File: src/epp_engine_regs.svh
// Register offsets, field positions, reset values and timing counts
`ifndef EPP_ENGINE_REGS_SVH
`define EPP_ENGINE_REGS_SVH

// ----------------------------------------------------------------------
// Port offsets from the base
// ----------------------------------------------------------------------
`define OFF_DATA 3'h0
`define OFF_STATUS 3'h1
`define OFF_CONTROL 3'h2
`define OFF_EPP_ADDR 3'h3
`define OFF_EPP_DATA0 3'h4
`define OFF_EPP_DATA1 3'h5
`define OFF_EPP_DATA_TWO 3'h6
`define OFF_EPP_DATA_THREE 3'h7

// ----------------------------------------------------------------------
// Control and status fields
// ----------------------------------------------------------------------
`define CTRL_STROBE 0
`define CTRL_AUTOFEED 1
`define CTRL_INIT 2
`define CTRL_SELECT_IN 3
`define CTRL_DIR 5
`define CTRL_RESET 6'h00
`define STAT_TIMEOUT 0
`define DATA_RESET 8'h00
`define READ_IDLE 8'hFF

// ----------------------------------------------------------------------
// Timing
// ----------------------------------------------------------------------
`define CLK_MHZ 40
`define TMO_US 10
`define TMO_CYC (`TMO_US * `CLK_MHZ)
`define TMO_CNT_W 9
`define FIFO_DEPTH 8
`define FIFO_WIDTH 12

`endif

File: src/epp_engine_pkg.sv
// Types shared by the EPP cycle engine
package epp_engine_pkg;

  // ----------------------------------------------------------------------
  // Cycle engine states
  // ----------------------------------------------------------------------
  typedef enum logic [2:0] {
    ST_IDLE,
    ST_WAIT_LOW,
    ST_SETUP,
    ST_STROBE,
    ST_FINISH
  } eng_state_e;

endpackage

File: src/epp_cycle_engine.sv
// EPP cycle engine: host port requests to strobe and hold handshakes
//
// Operation
// - EPP data ports at offsets 06H and 07H act like data port 0, EPP only.
// - Outside EPP cycles, pins follow control register and direction bit.
// - 1.9: abort and set status bit 0 after 10us without hold release.
// - 1.7: abort and set status bit 0 when a cycle exceeds 10us.
// - Active strobe bit during a cycle forces driving bus and write asserted.
// - Write with direction bit set runs as a read, no error.
// - 1.9 write stretched; hold low at strobe, complete on its return high.
// - 1.9 write with hold high waits for it low before changing outputs.
// - 1.9 write drives byte, output direction, write low, then strobe.
// - 1.9 write ends strobe after hold release; peripheral latched byte.
// - 1.9 write end keeps byte latched and returns ready to host.
// - 1.9 read floats bus, releases write, then asserts a strobe.
// - 1.9 read with hold high waits for it low first, ends on high.
// - 1.9 read captures bus byte at hold release, then drops strobe.
// - 1.9 read ends with ready and the captured byte to host.
// - 1.7 stretches host cycle while hold low, completes on high or timeout.
// - 1.7 write: software clears direction, device drives byte and strobe.
// - 1.7 write end: ready, strobe released, byte stays latched.
// - Timeout bit cleared by reset or writing 1; writing 0 ignored.
// - Direction bit 5: 0 output, 1 input in bidirectional or EPP mode.
`timescale 1ns/1ps
`default_nettype none
`include "epp_engine_regs.svh"

module epp_cycle_engine (
  // Clock and reset
  input wire logic sys_clk_in,
  input wire logic resetn_in,
  // Mode selection
  input wire logic epp_mode_in,
  input wire logic epp_v17_in,
  input wire logic bidir_mode_in,
  // Host I/O requests
  input wire logic io_valid_in,
  output logic io_ready_out,
  input wire logic io_write_in,
  input wire logic [2:0] io_addr_in,
  input wire logic [7:0] io_wdata_in,
  output logic io_done_out,
  output logic [7:0] io_rdata_out,
  output logic lpc_wait_sync_out,
  // Parallel data bus
  input wire logic [7:0] parallel_data_lines_in,
  output logic [7:0] parallel_data_lines_out,
  output logic parallel_data_oe_n_out,
  // Parallel control outputs
  output logic write_n_out,
  output logic data_strobe_n_out,
  output logic address_strobe_n_out,
  output logic init_n_out,
  // Parallel status inputs
  input wire logic periph_hold_n_in,
  input wire logic ack_n_in,
  input wire logic paper_end_in,
  input wire logic select_in,
  input wire logic error_n_in,
  // Status
  output logic timeout_flag_out
);

  // ----------------------------------------------------------------------
  // Declarations
  // ----------------------------------------------------------------------
  localparam logic [`TMO_CNT_W-1:0] TMO_LAST =
    `TMO_CNT_W'(`TMO_CYC - 1);

  epp_engine_pkg::eng_state_e state_ff;
  epp_engine_pkg::eng_state_e nxt_state;
  logic [5:0] ctrl_ff;
  logic [5:0] nxt_ctrl;
  logic [7:0] out_ff;
  logic [7:0] nxt_out;
  logic [7:0] rdata_ff;
  logic [7:0] nxt_rdata;
  logic [7:0] cmd_data_ff;
  logic [7:0] nxt_cmd_data;
  logic cyc_wr_ff;
  logic nxt_cyc_wr;
  logic cyc_addr_ff;
  logic nxt_cyc_addr;
  logic tmo_ff;
  logic nxt_tmo;
  logic done_ff;
  logic nxt_done;
  logic [`TMO_CNT_W-1:0] cnt_ff;
  logic [`TMO_CNT_W-1:0] nxt_cnt;
  logic fifo_valid;
  logic fifo_pop;
  logic [11:0] fifo_data;
  logic req_wr;
  logic [2:0] req_addr;
  logic [7:0] req_wdata;
  logic [12:0] pins_sync;
  logic hold_n;
  logic [7:0] bus_in;
  logic [7:0] status_rd;
  logic in_cycle;
  logic strobe_on;
  logic pins_in_mode;

  // ----------------------------------------------------------------------
  // Request buffer and pin synchronisers
  // ----------------------------------------------------------------------
  req_fifo #(
    .WIDTH(`FIFO_WIDTH),
    .DEPTH(`FIFO_DEPTH)
  ) u_fifo (
    .sys_clk_in(sys_clk_in),
    .resetn_in(resetn_in),
    .in_valid_in(io_valid_in),
    .in_ready_out(io_ready_out),
    .in_data_in({io_write_in, io_addr_in, io_wdata_in}),
    .out_valid_out(fifo_valid),
    .out_ready_in(fifo_pop),
    .out_data_out(fifo_data)
  );

  pin_sync #(
    .WIDTH(13)
  ) u_sync (
    .sys_clk_in(sys_clk_in),
    .resetn_in(resetn_in),
    .pin_in({periph_hold_n_in, parallel_data_lines_in, ack_n_in,
             paper_end_in, select_in, error_n_in}),
    .init_in({periph_hold_n_in, parallel_data_lines_in, ack_n_in,
              paper_end_in, select_in, error_n_in}),
    .level_out(pins_sync)
  );

  // Field split of the request word and synchronised pins
  assign req_wr = fifo_data[11];
  assign req_addr = fifo_data[10:8];
  assign req_wdata = fifo_data[7:0];
  assign hold_n = pins_sync[12];
  assign bus_in = pins_sync[11:4];
  assign fifo_pop = (state_ff == epp_engine_pkg::ST_IDLE) && fifo_valid;
  assign status_rd = {~hold_n, pins_sync[3:0], 2'b00, tmo_ff};

  // ----------------------------------------------------------------------
  // Cycle engine next state
  // ----------------------------------------------------------------------
  always_comb begin
    nxt_state = state_ff;
    nxt_ctrl = ctrl_ff;
    nxt_out = out_ff;
    nxt_rdata = rdata_ff;
    nxt_cmd_data = cmd_data_ff;
    nxt_cyc_wr = cyc_wr_ff;
    nxt_cyc_addr = cyc_addr_ff;
    nxt_tmo = tmo_ff;
    nxt_done = 1'b0;
    nxt_cnt = cnt_ff;
    case (state_ff)
      epp_engine_pkg::ST_IDLE: begin
        if (fifo_valid) begin
          nxt_done = 1'b1;
          nxt_rdata = 8'h00;
          case (req_addr)
            `OFF_DATA: begin
              if (req_wr) begin
                nxt_out = req_wdata;
              end else begin
                nxt_rdata = pins_in_mode ? bus_in : out_ff;
              end
            end
            `OFF_STATUS: begin
              if (req_wr && req_wdata[`STAT_TIMEOUT]) begin
                nxt_tmo = 1'b0;
              end else if (!req_wr) begin
                nxt_rdata = status_rd;
              end
            end
            `OFF_CONTROL: begin
              if (req_wr) begin
                nxt_ctrl = req_wdata[5:0];
              end else begin
                nxt_rdata = {2'b00, ctrl_ff};
              end
            end
            default: begin
              // Offsets 03H to 07H start a cycle only in EPP mode
              if (!epp_mode_in) begin
                nxt_rdata = req_wr ? 8'h00 : `READ_IDLE;
              end else begin
                nxt_done = 1'b0;
                nxt_cyc_addr = (req_addr == `OFF_EPP_ADDR);
                nxt_cyc_wr = req_wr && !ctrl_ff[`CTRL_DIR];
                nxt_cmd_data = req_wdata;
                nxt_cnt = '0;
                if (!epp_v17_in && hold_n) begin
                  nxt_state = epp_engine_pkg::ST_WAIT_LOW;
                end else begin
                  nxt_state = epp_engine_pkg::ST_SETUP;
                  // Byte goes out a cycle ahead of the strobe
                  if (nxt_cyc_wr) begin
                    nxt_out = req_wdata;
                  end
                end
              end
            end
          endcase
        end
      end
      epp_engine_pkg::ST_WAIT_LOW: begin
        nxt_cnt = cnt_ff + 1'b1;
        if (!hold_n) begin
          nxt_state = epp_engine_pkg::ST_SETUP;
          if (cyc_wr_ff) begin
            nxt_out = cmd_data_ff;
          end
        end
      end
      epp_engine_pkg::ST_SETUP: begin
        // Byte and direction settle one cycle before the strobe
        nxt_cnt = cnt_ff + 1'b1;
        nxt_state = epp_engine_pkg::ST_STROBE;
      end
      epp_engine_pkg::ST_STROBE: begin
        nxt_cnt = cnt_ff + 1'b1;
        if (hold_n) begin
          nxt_rdata = cyc_wr_ff ? 8'h00 : bus_in;
          nxt_state = epp_engine_pkg::ST_FINISH;
        end
      end
      epp_engine_pkg::ST_FINISH: begin
        nxt_done = 1'b1;
        nxt_state = epp_engine_pkg::ST_IDLE;
      end
      default: begin
        nxt_state = epp_engine_pkg::ST_IDLE;
      end
    endcase
    // Watchdog: cycle start to hold release, abort and flag
    if (((state_ff == epp_engine_pkg::ST_WAIT_LOW) ||
         (state_ff == epp_engine_pkg::ST_SETUP) ||
         (state_ff == epp_engine_pkg::ST_STROBE)) &&
        (cnt_ff == TMO_LAST) && !(state_ff == epp_engine_pkg::ST_STROBE &&
        hold_n)) begin
      nxt_tmo = 1'b1;
      nxt_rdata = `READ_IDLE;
      nxt_state = epp_engine_pkg::ST_FINISH;
    end
  end

  // ----------------------------------------------------------------------
  // Registers
  // ----------------------------------------------------------------------
  always_ff @(posedge sys_clk_in or negedge resetn_in) begin
    if (!resetn_in) begin
      state_ff <= epp_engine_pkg::ST_IDLE;
      ctrl_ff <= `CTRL_RESET;
      out_ff <= `DATA_RESET;
      rdata_ff <= 8'h00;
      cmd_data_ff <= 8'h00;
      cyc_wr_ff <= 1'b0;
      cyc_addr_ff <= 1'b0;
      tmo_ff <= 1'b0;
      done_ff <= 1'b0;
      cnt_ff <= '0;
    end else begin
      state_ff <= nxt_state;
      ctrl_ff <= nxt_ctrl;
      out_ff <= nxt_out;
      rdata_ff <= nxt_rdata;
      cmd_data_ff <= nxt_cmd_data;
      cyc_wr_ff <= nxt_cyc_wr;
      cyc_addr_ff <= nxt_cyc_addr;
      tmo_ff <= nxt_tmo;
      done_ff <= nxt_done;
      cnt_ff <= nxt_cnt;
    end
  end

  // ----------------------------------------------------------------------
  // Pin drive
  // ----------------------------------------------------------------------
  // Cycle owns the pins only once outputs may change
  assign in_cycle = (state_ff == epp_engine_pkg::ST_SETUP) ||
                    (state_ff == epp_engine_pkg::ST_STROBE);
  assign strobe_on = (state_ff == epp_engine_pkg::ST_STROBE);
  // Input direction only outside printer-only mode
  assign pins_in_mode = ctrl_ff[`CTRL_DIR] &&
                        (bidir_mode_in || epp_mode_in);

  // Bus direction and control pins, idle follows control register
  always_comb begin
    if (in_cycle) begin
      parallel_data_oe_n_out = !(cyc_wr_ff || ctrl_ff[`CTRL_STROBE]);
      write_n_out = !(cyc_wr_ff || ctrl_ff[`CTRL_STROBE]);
      data_strobe_n_out = !(strobe_on && !cyc_addr_ff);
      address_strobe_n_out = !(strobe_on && cyc_addr_ff);
    end else begin
      parallel_data_oe_n_out = pins_in_mode;
      write_n_out = !ctrl_ff[`CTRL_STROBE];
      data_strobe_n_out = !ctrl_ff[`CTRL_AUTOFEED];
      address_strobe_n_out = !ctrl_ff[`CTRL_SELECT_IN];
    end
  end

  // Data and status outputs from flip-flops, except wait sync decoded from FIFO and state
  assign parallel_data_lines_out = out_ff;
  assign init_n_out = ctrl_ff[`CTRL_INIT];
  assign io_done_out = done_ff;
  assign io_rdata_out = rdata_ff;
  assign timeout_flag_out = tmo_ff;
  assign lpc_wait_sync_out = fifo_valid ||
                             (state_ff != epp_engine_pkg::ST_IDLE);

endmodule
`default_nettype wire

File: src/pin_sync.sv
// Three-stage pin synchroniser, output moves when stages two and three agree
`timescale 1ns/1ps
`default_nettype none

module pin_sync #(
  parameter int WIDTH = 1
) (
  // Clock and reset
  input wire logic sys_clk_in,
  input wire logic resetn_in,
  // Pin and filtered level
  input wire logic [WIDTH-1:0] pin_in,
  input wire logic [WIDTH-1:0] init_in,
  output logic [WIDTH-1:0] level_out
);

  logic [WIDTH-1:0] s1_ff;
  logic [WIDTH-1:0] s2_ff;
  logic [WIDTH-1:0] s3_ff;
  logic [WIDTH-1:0] q_ff;
  logic [WIDTH-1:0] nxt_q;
  logic init_done_ff;

  // Per bit: accept a change only once stages two and three match
  genvar i;
  generate
    for (i = 0; i < WIDTH; i = i + 1) begin : g_bit
      always_comb begin
        nxt_q[i] = (s2_ff[i] == s3_ff[i]) ? s3_ff[i] : q_ff[i];
      end
    end
  endgenerate

  // Stage registers; the filtered level is preset once after release
  always_ff @(posedge sys_clk_in or negedge resetn_in) begin
    if (!resetn_in) begin
      s1_ff <= '0;
      s2_ff <= '0;
      s3_ff <= '0;
      q_ff <= '0;
      init_done_ff <= 1'b0;
    end else begin
      s1_ff <= pin_in;
      s2_ff <= s1_ff;
      s3_ff <= s2_ff;
      init_done_ff <= 1'b1;
      q_ff <= init_done_ff ? nxt_q : init_in;
    end
  end

  assign level_out = q_ff;

endmodule
`default_nettype wire

File: src/req_fifo.sv
// Request FIFO with valid and ready on both sides
`timescale 1ns/1ps
`default_nettype none

module req_fifo #(
  parameter int WIDTH = 12,
  parameter int DEPTH = 8
) (
  // Clock and reset
  input wire logic sys_clk_in,
  input wire logic resetn_in,
  // Fill side
  input wire logic in_valid_in,
  output logic in_ready_out,
  input wire logic [WIDTH-1:0] in_data_in,
  // Drain side
  output logic out_valid_out,
  input wire logic out_ready_in,
  output logic [WIDTH-1:0] out_data_out
);

  localparam int AW = $clog2(DEPTH);

  logic [WIDTH-1:0] mem [DEPTH];
  logic [AW:0] wr_ff;
  logic [AW:0] rd_ff;
  logic [AW:0] nxt_wr;
  logic [AW:0] nxt_rd;
  logic push;
  logic pop;

  // Full when pointers differ only in the wrap bit
  assign in_ready_out = (wr_ff != {~rd_ff[AW], rd_ff[AW-1:0]});
  assign out_valid_out = (wr_ff != rd_ff);
  assign out_data_out = mem[rd_ff[AW-1:0]];
  assign push = in_valid_in && in_ready_out;
  assign pop = out_valid_out && out_ready_in;

  // Pointer advance
  always_comb begin
    nxt_wr = push ? wr_ff + 1'b1 : wr_ff;
    nxt_rd = pop ? rd_ff + 1'b1 : rd_ff;
  end

  // Pointer registers
  always_ff @(posedge sys_clk_in or negedge resetn_in) begin
    if (!resetn_in) begin
      wr_ff <= '0;
      rd_ff <= '0;
    end else begin
      wr_ff <= nxt_wr;
      rd_ff <= nxt_rd;
    end
  end

  // Storage, no reset needed
  always_ff @(posedge sys_clk_in) begin
    if (push) begin
      mem[wr_ff[AW-1:0]] <= in_data_in;
    end
  end

endmodule
`default_nettype wire

File: config.mk
export PLATFORM = sky130hd
export DESIGN_NAME = epp_cycle_engine
export DESIGN_NICKNAME = d
export VERILOG_FILES = /design/src/epp_engine_pkg.sv /design/src/epp_cycle_engine.sv /design/src/pin_sync.sv /design/src/req_fifo.sv
export VERILOG_INCLUDE_DIRS = /design/src /design/src/src
export SDC_FILE = /design/constraint.sdc
export NUM_CORES = 1
export LEC_CHECK = 0
export ABC_AREA = 1
export ABC_CLOCK_PERIOD_IN_PS = 2600
export BUFFER_PORTS_ARGS = -buffer_cell sky130_fd_sc_hd__buf_2
export CORE_ASPECT_RATIO = 0.7
export CORE_MARGIN = 1.5
export CORE_UTILIZATION = 50
export CTS_CLUSTER_SIZE = 28
export DETAILED_ROUTE_END_ITERATION = 10
export PLACE_DENSITY = 0.74
export SKIP_CTS_REPAIR_TIMING = 1
export SYNTH_ARGS = -nofsm -noshare
export SYNTH_HDL_FRONTEND = slang
export SYNTH_SLANG_ARGS = --single-unit
File: constraint.sdc
create_clock -name sys_clk_in -period 2.6 [get_ports sys_clk_in]
set_clock_uncertainty 0.15 [all_clocks]
set_input_delay 0.65 -clock sys_clk_in [delete_from_list [all_inputs] [get_ports sys_clk_in]]
set_output_delay 0.65 -clock sys_clk_in [all_outputs]
set_load 0.05 [all_outputs]
==> results.sh, run 1 <==
export IMPL_status="finished with violations"
export IMPL_violations="negative hold slack"
export IMPL_max_freq_ghz=0.388
export IMPL_leakage_nw=4.39
export IMPL_fp_dieH_um=113
export IMPL_initialDrtViolationCount=553
export IMPL_grt_pass1_wl_mm=31.2
export IMPL_diodes=0
export IMPL_yosys_top_cells_area="edfxtp_1, dfrtp_1, nand2_1"
export IMPL_synth_distinct_cells=43
export IMPL_rows=39
export IMPL_p_seq_share_pct=34.2
export IMPL_synth_area_um2=8580
export IMPL_synth_yosys_seq_area_share_pct=64.8
export IMPL_io_buffers=55
export IMPL_powerDensity_nw_per_um2=1290
export IMPL_max_cap_violations=0
export IMPL_p_int_mw=7.73
export IMPL_clockBufferDepth=3
export IMPL_drive_above_1_share_pct=19.1
export IMPL_required_ns=1.80
export IMPL_r2r_setup_slack_ns=0.19
export IMPL_hold_ws_ns=-0.0160
export IMPL_synth_area_per_cell_um2=10.4
export IMPL_total_power_mw=13.1
export IMPL_cp_arrival_ns=1.78
export IMPL_pre_cts_ws_ns=0.279
export IMPL_regToRegStartpoint="u_fifo.rd_ff[1]$_DFFE_PN0P_"
export IMPL_critPathLaunchType="flop"
export IMPL_detail_route_antenna_nets=0
export IMPL_slew_violations=0
export IMPL_syn_inst=829
export IMPL_crit_fanout=4
export IMPL_fill_cells=1309
export IMPL_synth_edf_count=96
export IMPL_final_nets=957
export IMPL_yosysMostFrequentCell="nand2_1"
export IMPL_cts_buffers=20
export IMPL_end_kind="output pin"
export IMPL_synth_top_area_share_pct=33.6
export IMPL_async_reset_ff_share_pct=52.7
export IMPL_synthesis_nets=863
export IMPL_final_cell_count_no_fill=1162
export IMPL_p_sw_share_pct=41.0
export IMPL_finalHoldViolCount=15
export IMPL_wl_mm=19.5
export IMPL_root_buffer="clkbuf_16"
export IMPL_htree_levels=1
export IMPL_pwr_share_comb_pct=41.7
export IMPL_grt_usage_pct=22.1
export IMPL_grt_pass1_vias=5985
export IMPL_start_util_pct=51.9
export IMPL_worstSetupPathType="reg -> out"
export IMPL_rr_endpoint="parallel_data_lines_out[6]$_DFFE_PN0P_"
export IMPL_tritoncts="yes"
export IMPL_viasPerCell=5.35
export IMPL_clock_sinks=203
export IMPL_ios=56
export IMPL_max_slew_margin_rel_pct=63.6
export IMPL_dr_pass1_iters=5
export IMPL_synth_seq_cells=203
export IMPL_yosysTopAreaCell="edfxtp_1"
export IMPL_area_growth_pct=18.0
export IMPL_finalCritPeriodShare_pct=99.1
export IMPL_rsz0062_at_grt="true"
export IMPL_antenna_found_initial=0
export IMPL_clk_latency_ns=0.50
export IMPL_vias=6222
export IMPL_synth_flop_cell="dfrtp_1"
export IMPL_die_area_um2=18000
export IMPL_min_period_ns=2.58
export IMPL_worstMarginPinSlew_ns=0.541
export IMPL_wl_per_cell_um=16.7
export IMPL_overflow=0
export IMPL_endpoint="lpc_wait_sync_out"
export IMPL_ir_drop_v=0.000830
export IMPL_hpwl_mm=12.9
export IMPL_power_switching_mw=5.37
export IMPL_die_w_um=160
export IMPL_finalSetupViolCount=0
export IMPL_drc=0
export IMPL_synth_warnings=0
export IMPL_synth_commonest_cells="nand2_1, dfrtp_1, o21ai_0"
export IMPL_fin_ws_ns=0.0237
export IMPL_coreArea_um2=16500
export IMPL_hold_class="in -> async"
export IMPL_grt_max_degree=51
export IMPL_worst_r2r_cell_count=11
export IMPL_numPlacedInstances=1115
export IMPL_pwr_share_clk_pct=24.0
export IMPL_crit_start="u_fifo.rd_ff[0]$_DFFE_PN0P_"
export IMPL_gp_congestion=0.830
export IMPL_clk_pin_slew_ns=0.07
## logic make-up after synthesis
group / after synthesis / share of synthesized area (%)
flops: 203 / 64.8
xor+xnor: 12 / 1.22
compound gates: 169 / 10.7
buf+inv: 99 / 5.07
fa+ha+maj: 3 / 0.437
simple gates: 335 / 16.8
other cells: 1 / 0.0437
mux: 7 / 0.918
## placed cells by master, fill, tap and decap left out, types with 4 or more instances in the layout
master / instances
nand2_1: 169
dfrtp_1: 102
o21ai_0: 99
edfxtp_1: 96
nor2_1: 79
inv_1: 66
nand3_1: 55
buf_2: 50
buf_4: 41
a21oi_1: 29
clkbuf_16: 22
o22ai_1: 13
a31oi_1: 10
xor2_1: 8
nand2_2: 7
mux2_2: 7
nand2_4: 6
o21ai_1: 6
inv_2: 5
dfrtp_2: 5
xnor2_1: 4
nor2_2: 4
nand4_1: 4
clkinv_2: 4
## how the worst min path moves through the flow
stage | startpoint | endpoint | slack, ns | depth (start not counted)
2_1_floorplan | u_sync.s1_ff[0]$_DFF_PN0_ | u_sync.s2_ff[0]$_DFF_PN0_ | 0.18 | 0
3_3_place_gp | u_sync.s1_ff[2]$_DFF_PN0_ | u_sync.s2_ff[2]$_DFF_PN0_ | 0.18 | 0
3_5_place_dp | u_sync.s1_ff[3]$_DFF_PN0_ | u_sync.s2_ff[3]$_DFF_PN0_ | 0.18 | 0
4_1_cts | resetn_in | u_fifo.wr_ff[0]$_DFFE_PN0P_ | -0.009 | 1
5_1_grt | resetn_in | u_fifo.wr_ff[0]$_DFFE_PN0P_ | 0.02 | 1
6_report | resetn_in | u_fifo.wr_ff[0]$_DFFE_PN0P_ | -0.02 | 1
## layer usage
layer	routed length (um)	vias to the layer above	global-route usage, %	share of wire (%)
met3	1520	26	4.03	7.8
met1	9350	2970	34.3	48
met4	312	0	4.65	1.6
met2	8270	238	32.8	42
met5	0	-	0	0
li1	-	2988	-	-
## worst max-delay path: stages (launching register included)
cell,delay [ns]
dfrtp_2,0.43
buf_8,0.12
nand2_1,0.06
a21oi_2,0.18
nand2_2,0.09
nor2_4,0.19
nand2_4,0.07
buf_6,0.15
## through the flow
stage	utilization [%]	setup TNS, ns	cell area [um^2]
final	61.2	0	10100
after global routing	61.2	-0.0564	10100
after detailed placement	55.9	0	9250
after floorplan	-	-1.13	8590
after global placement	55.9	0	9250
after CTS	60.3	-1.01	9970
## flip-flops by register name, summed over array words and instances (netlist names), 9 cells and up
register and cells:
u_sync.s1_ff 13, u_fifo.mem 96, u_sync.s2_ff 13, u_sync.s3_ff 13, u_sync.level_out 13, cnt_ff 9
## power by group through the flow
stage / logic (mW) / registers, mW / clock network [mW]
after floorplan: 3.38 / 4.85 / 0
after global placement: 5.03 / 4.50 / 0
after detailed placement: 5.12 / 4.51 / 0
after CTS: 5.19 / 4.45 / 3.20
after global routing: 6.02 / 4.54 / 3.31
final: 5.46 / 4.48 / 3.15
## cell type report
type / count / area (um^2) / area share, %
Clock buffer: 28 / 607 / 5.99
Clock inverter: 8 / 120 / 1.19
Inverter: 74 / 285 / 2.82
Multi-Input combinational cell: 527 / 2640 / 26.0
Sequential cell: 203 / 5570 / 54.9
Tap cell: 225 / 282 / 2.78
Timing Repair Buffer: 96 / 627 / 6.19
Timing Repair inverter: 1 / 5.00 / 0.0494
No activity file was read; power rests on OpenSTA's default activity.
==> run 2: changes to the inputs <==
--- a/config.mk
+++ b/config.mk
@@ -15,6 +15,7 @@
 export CTS_CLUSTER_SIZE = 28
 export DETAILED_ROUTE_END_ITERATION = 10
 export PLACE_DENSITY = 0.74
+export SETUP_SLACK_MARGIN = 0.1
 export SKIP_CTS_REPAIR_TIMING = 1
 export SYNTH_ARGS = -nofsm -noshare
 export SYNTH_HDL_FRONTEND = slang
==> run 2 against run 1 <==
Effect of this change:
- the flow now finishes without violations
- non-clock buffer count up 4
- via count shrank 0.51%
- die area unchanged
- wire length shrank 1.5%
- fmax barely moved
- critical endpoint unchanged
==> results.sh, run 2 (synthesis results as in run 1) <==
export IMPL_crit_family="simple AND/OR/NAND/NOR gates"
export IMPL_crit_top_cell="nand2_2"
export IMPL_start_util_pct=51.9
export IMPL_fin_tns_setup_ns=0
export IMPL_crit_start="u_fifo.rd_ff[1]$_DFFE_PN0P_"
export IMPL_holdCritStartpoint="paper_end_in"
export IMPL_max_freq_ghz=0.388
export IMPL_clock_sinks=203
export IMPL_fin_util_pct=61.5
export IMPL_rsz0062_at_grt="true"
export IMPL_postPlaceCellArea_um2=9300
export IMPL_status="finished, final reports clean"
export IMPL_final_nets=961
export IMPL_final_cell_mix="nand2_1, dfrtp_1, o21ai_0, edfxtp_1, nor2_1"
export IMPL_crit_path_top_delay_cell="dfrtp_1"
export IMPL_pwr_share_comb_pct=42.6
export IMPL_worst_r2r_cell_count=12
export IMPL_min_to="u_sync.s1_ff[2]$_DFF_PN0_"
export IMPL_clk_latency_ns=0.50
export IMPL_cp_depth=8
export IMPL_die_w_um=160
export IMPL_antenna_found_initial=0
export IMPL_diodes=0
export IMPL_crit_path_max_incr_delay_ns=0.42
export IMPL_r2r_setup_slack_ns=0.30
export IMPL_critPathLaunchType="flop"
export IMPL_p_seq_share_pct=34.4
export IMPL_stdcell_area_um2=10200
export IMPL_fp_dieH_um=113
export IMPL_rows=39
export IMPL_cp_arrival_ns=1.78
export IMPL_finalSetupViolCount=0
export IMPL_p_int_mw=7.63
export IMPL_max_cap_violations=0
export IMPL_powerDensity_nw_per_um2=1280
export IMPL_grt_usage_pct=21.8
export IMPL_ios=56
export IMPL_detail_route_antenna_nets=0
export IMPL_pwr_share_clk_pct=22.9
export IMPL_rr_endpoint="io_rdata_out[1]$_DFFE_PN0P_"
export IMPL_drc=0
export IMPL_wl_mm=19.2
export IMPL_ir_drop_v=0.000548
export IMPL_min_delay_path_depth=1
export IMPL_dr_pass1_iters=5
export IMPL_grt_max_degree=57
export IMPL_p_sw_share_pct=41.5
export IMPL_wl_per_cell_um=16.4
export IMPL_hpwl_mm=12.9
export IMPL_finalCritPeriodShare_pct=99.1
export IMPL_finalHoldViolCount=0
export IMPL_htree_levels=1
export IMPL_numPlacedInstances=1120
export IMPL_final_cell_count_no_fill=1166
export IMPL_grt_pass1_vias=6040
export IMPL_largest_reg_flops=96
export IMPL_area_growth_pct=18.5
export IMPL_min_period_ns=2.58
export IMPL_critical_path_buf_inv_count=2
export IMPL_mostFrequentLayoutCell="nand2_1"
export IMPL_hold_class="in -> reg"
export IMPL_max_slew_margin_rel_pct=64.4
export IMPL_clk_pin_slew_ns=0.07
export IMPL_worstMarginPinSlew_ns=0.528
export IMPL_overflow=0
export IMPL_crit_fanout=3
export IMPL_viasPerCell=5.31
export IMPL_required_ns=1.80
export IMPL_die_area_um2=18000
export IMPL_pre_cts_ws_ns=0.294
export IMPL_end_kind="output pin"
export IMPL_initialDrtViolationCount=582
export IMPL_worstPathCellList="buf_6, nand2_2, nand2_2, a21oi_2, nand2_2, nor2_4, nand2_4, buf_8"
export IMPL_fin_ws_ns=0.0238
export IMPL_regToRegStartpoint="u_fifo.rd_ff[1]$_DFFE_PN0P_"
export IMPL_grt_pass1_wl_mm=31.1
export IMPL_tritoncts="yes"
export IMPL_gp_congestion=0.862
export IMPL_leakage_nw=4.40
export IMPL_worstSetupPathType="reg -> out"
export IMPL_io_buffers=55
export IMPL_vias=6190
export IMPL_drive_above_1_share_pct=19.2
export IMPL_root_buffer="clkbuf_16"
export IMPL_clockBufferDepth=3
export IMPL_coreArea_um2=16500
export IMPL_cts_buffers=20
export IMPL_power_switching_mw=5.40
export IMPL_slew_violations=0
## run 2: worst reg2reg max path, stage by stage (launching register included)
cell and delay (ns):
dfrtp_1 0.42, buf_6 0.14, nand2_2 0.06, nand2_2 0.05, a21oi_2 0.13, nand2_2 0.08
nor2_4 0.17, nand2_4 0.08, buf_4 0.16, o211ai_2 0.17, nand2_1 0.30, nor2_1 0.20
a21oi_1 0.07
## run 2: area by class of cell
type | instances | area, um^2
fillers | 1317 | 6370
multi-input cells | 527 | 2660
well taps | 225 | 282
flip-flops and latches | 203 | 5560
clock inverters | 11 | 149
repair inverters | 1 | 5.00
clock buffers | 25 | 533
inverters | 74 | 288
repair buffers | 100 | 688
## run 2: worst max path at each step
stage | slack, ns | endpoint
2_1_floorplan | -0.01 | u_fifo.mem[0][0]$_DFFE_PP_
3_3_place_gp | 0.30 | parallel_data_lines_out[0]$_DFFE_PN0P_
3_5_place_dp | 0.29 | address_strobe_n_out
4_1_cts | -0.25 | address_strobe_n_out
5_1_grt | -0.06 | address_strobe_n_out
6_report | 0.02 | lpc_wait_sync_out
## run 2: routing by layer
| metal | track usage [%] | wire length [um] | vias up |
|---|---|---|---|
| li1 | - | - | 2998 |
| met5 | 0 | 0 | - |
| met2 | 32.7 | 8260 | 199 |
| met3 | 4.03 | 1190 | 28 |
| met4 | 4.34 | 249 | 0 |
| met1 | 33.4 | 9460 | 2965 |
## run 2: power by group through the flow
stage | registers [mW] | logic (mW) | clock network, mW
6_report | 4.48 | 5.55 | 2.99
3_3_place_gp | 4.49 | 5.14 | 0
3_5_place_dp | 4.50 | 5.24 | 0
5_1_grt | 4.54 | 6.19 | 3.16
2_1_floorplan | 4.86 | 3.39 | 0
4_1_cts | 4.45 | 5.28 | 3.04
## run 2: per-stage QoR
step                hold WS (ns)  power, mW
floorplan                  0.181       8.25
global placement           0.181       9.64
detailed placement         0.185       9.74
CTS                       -0.100       12.8
global route               0.104       13.9
finish                     0.119       13.0
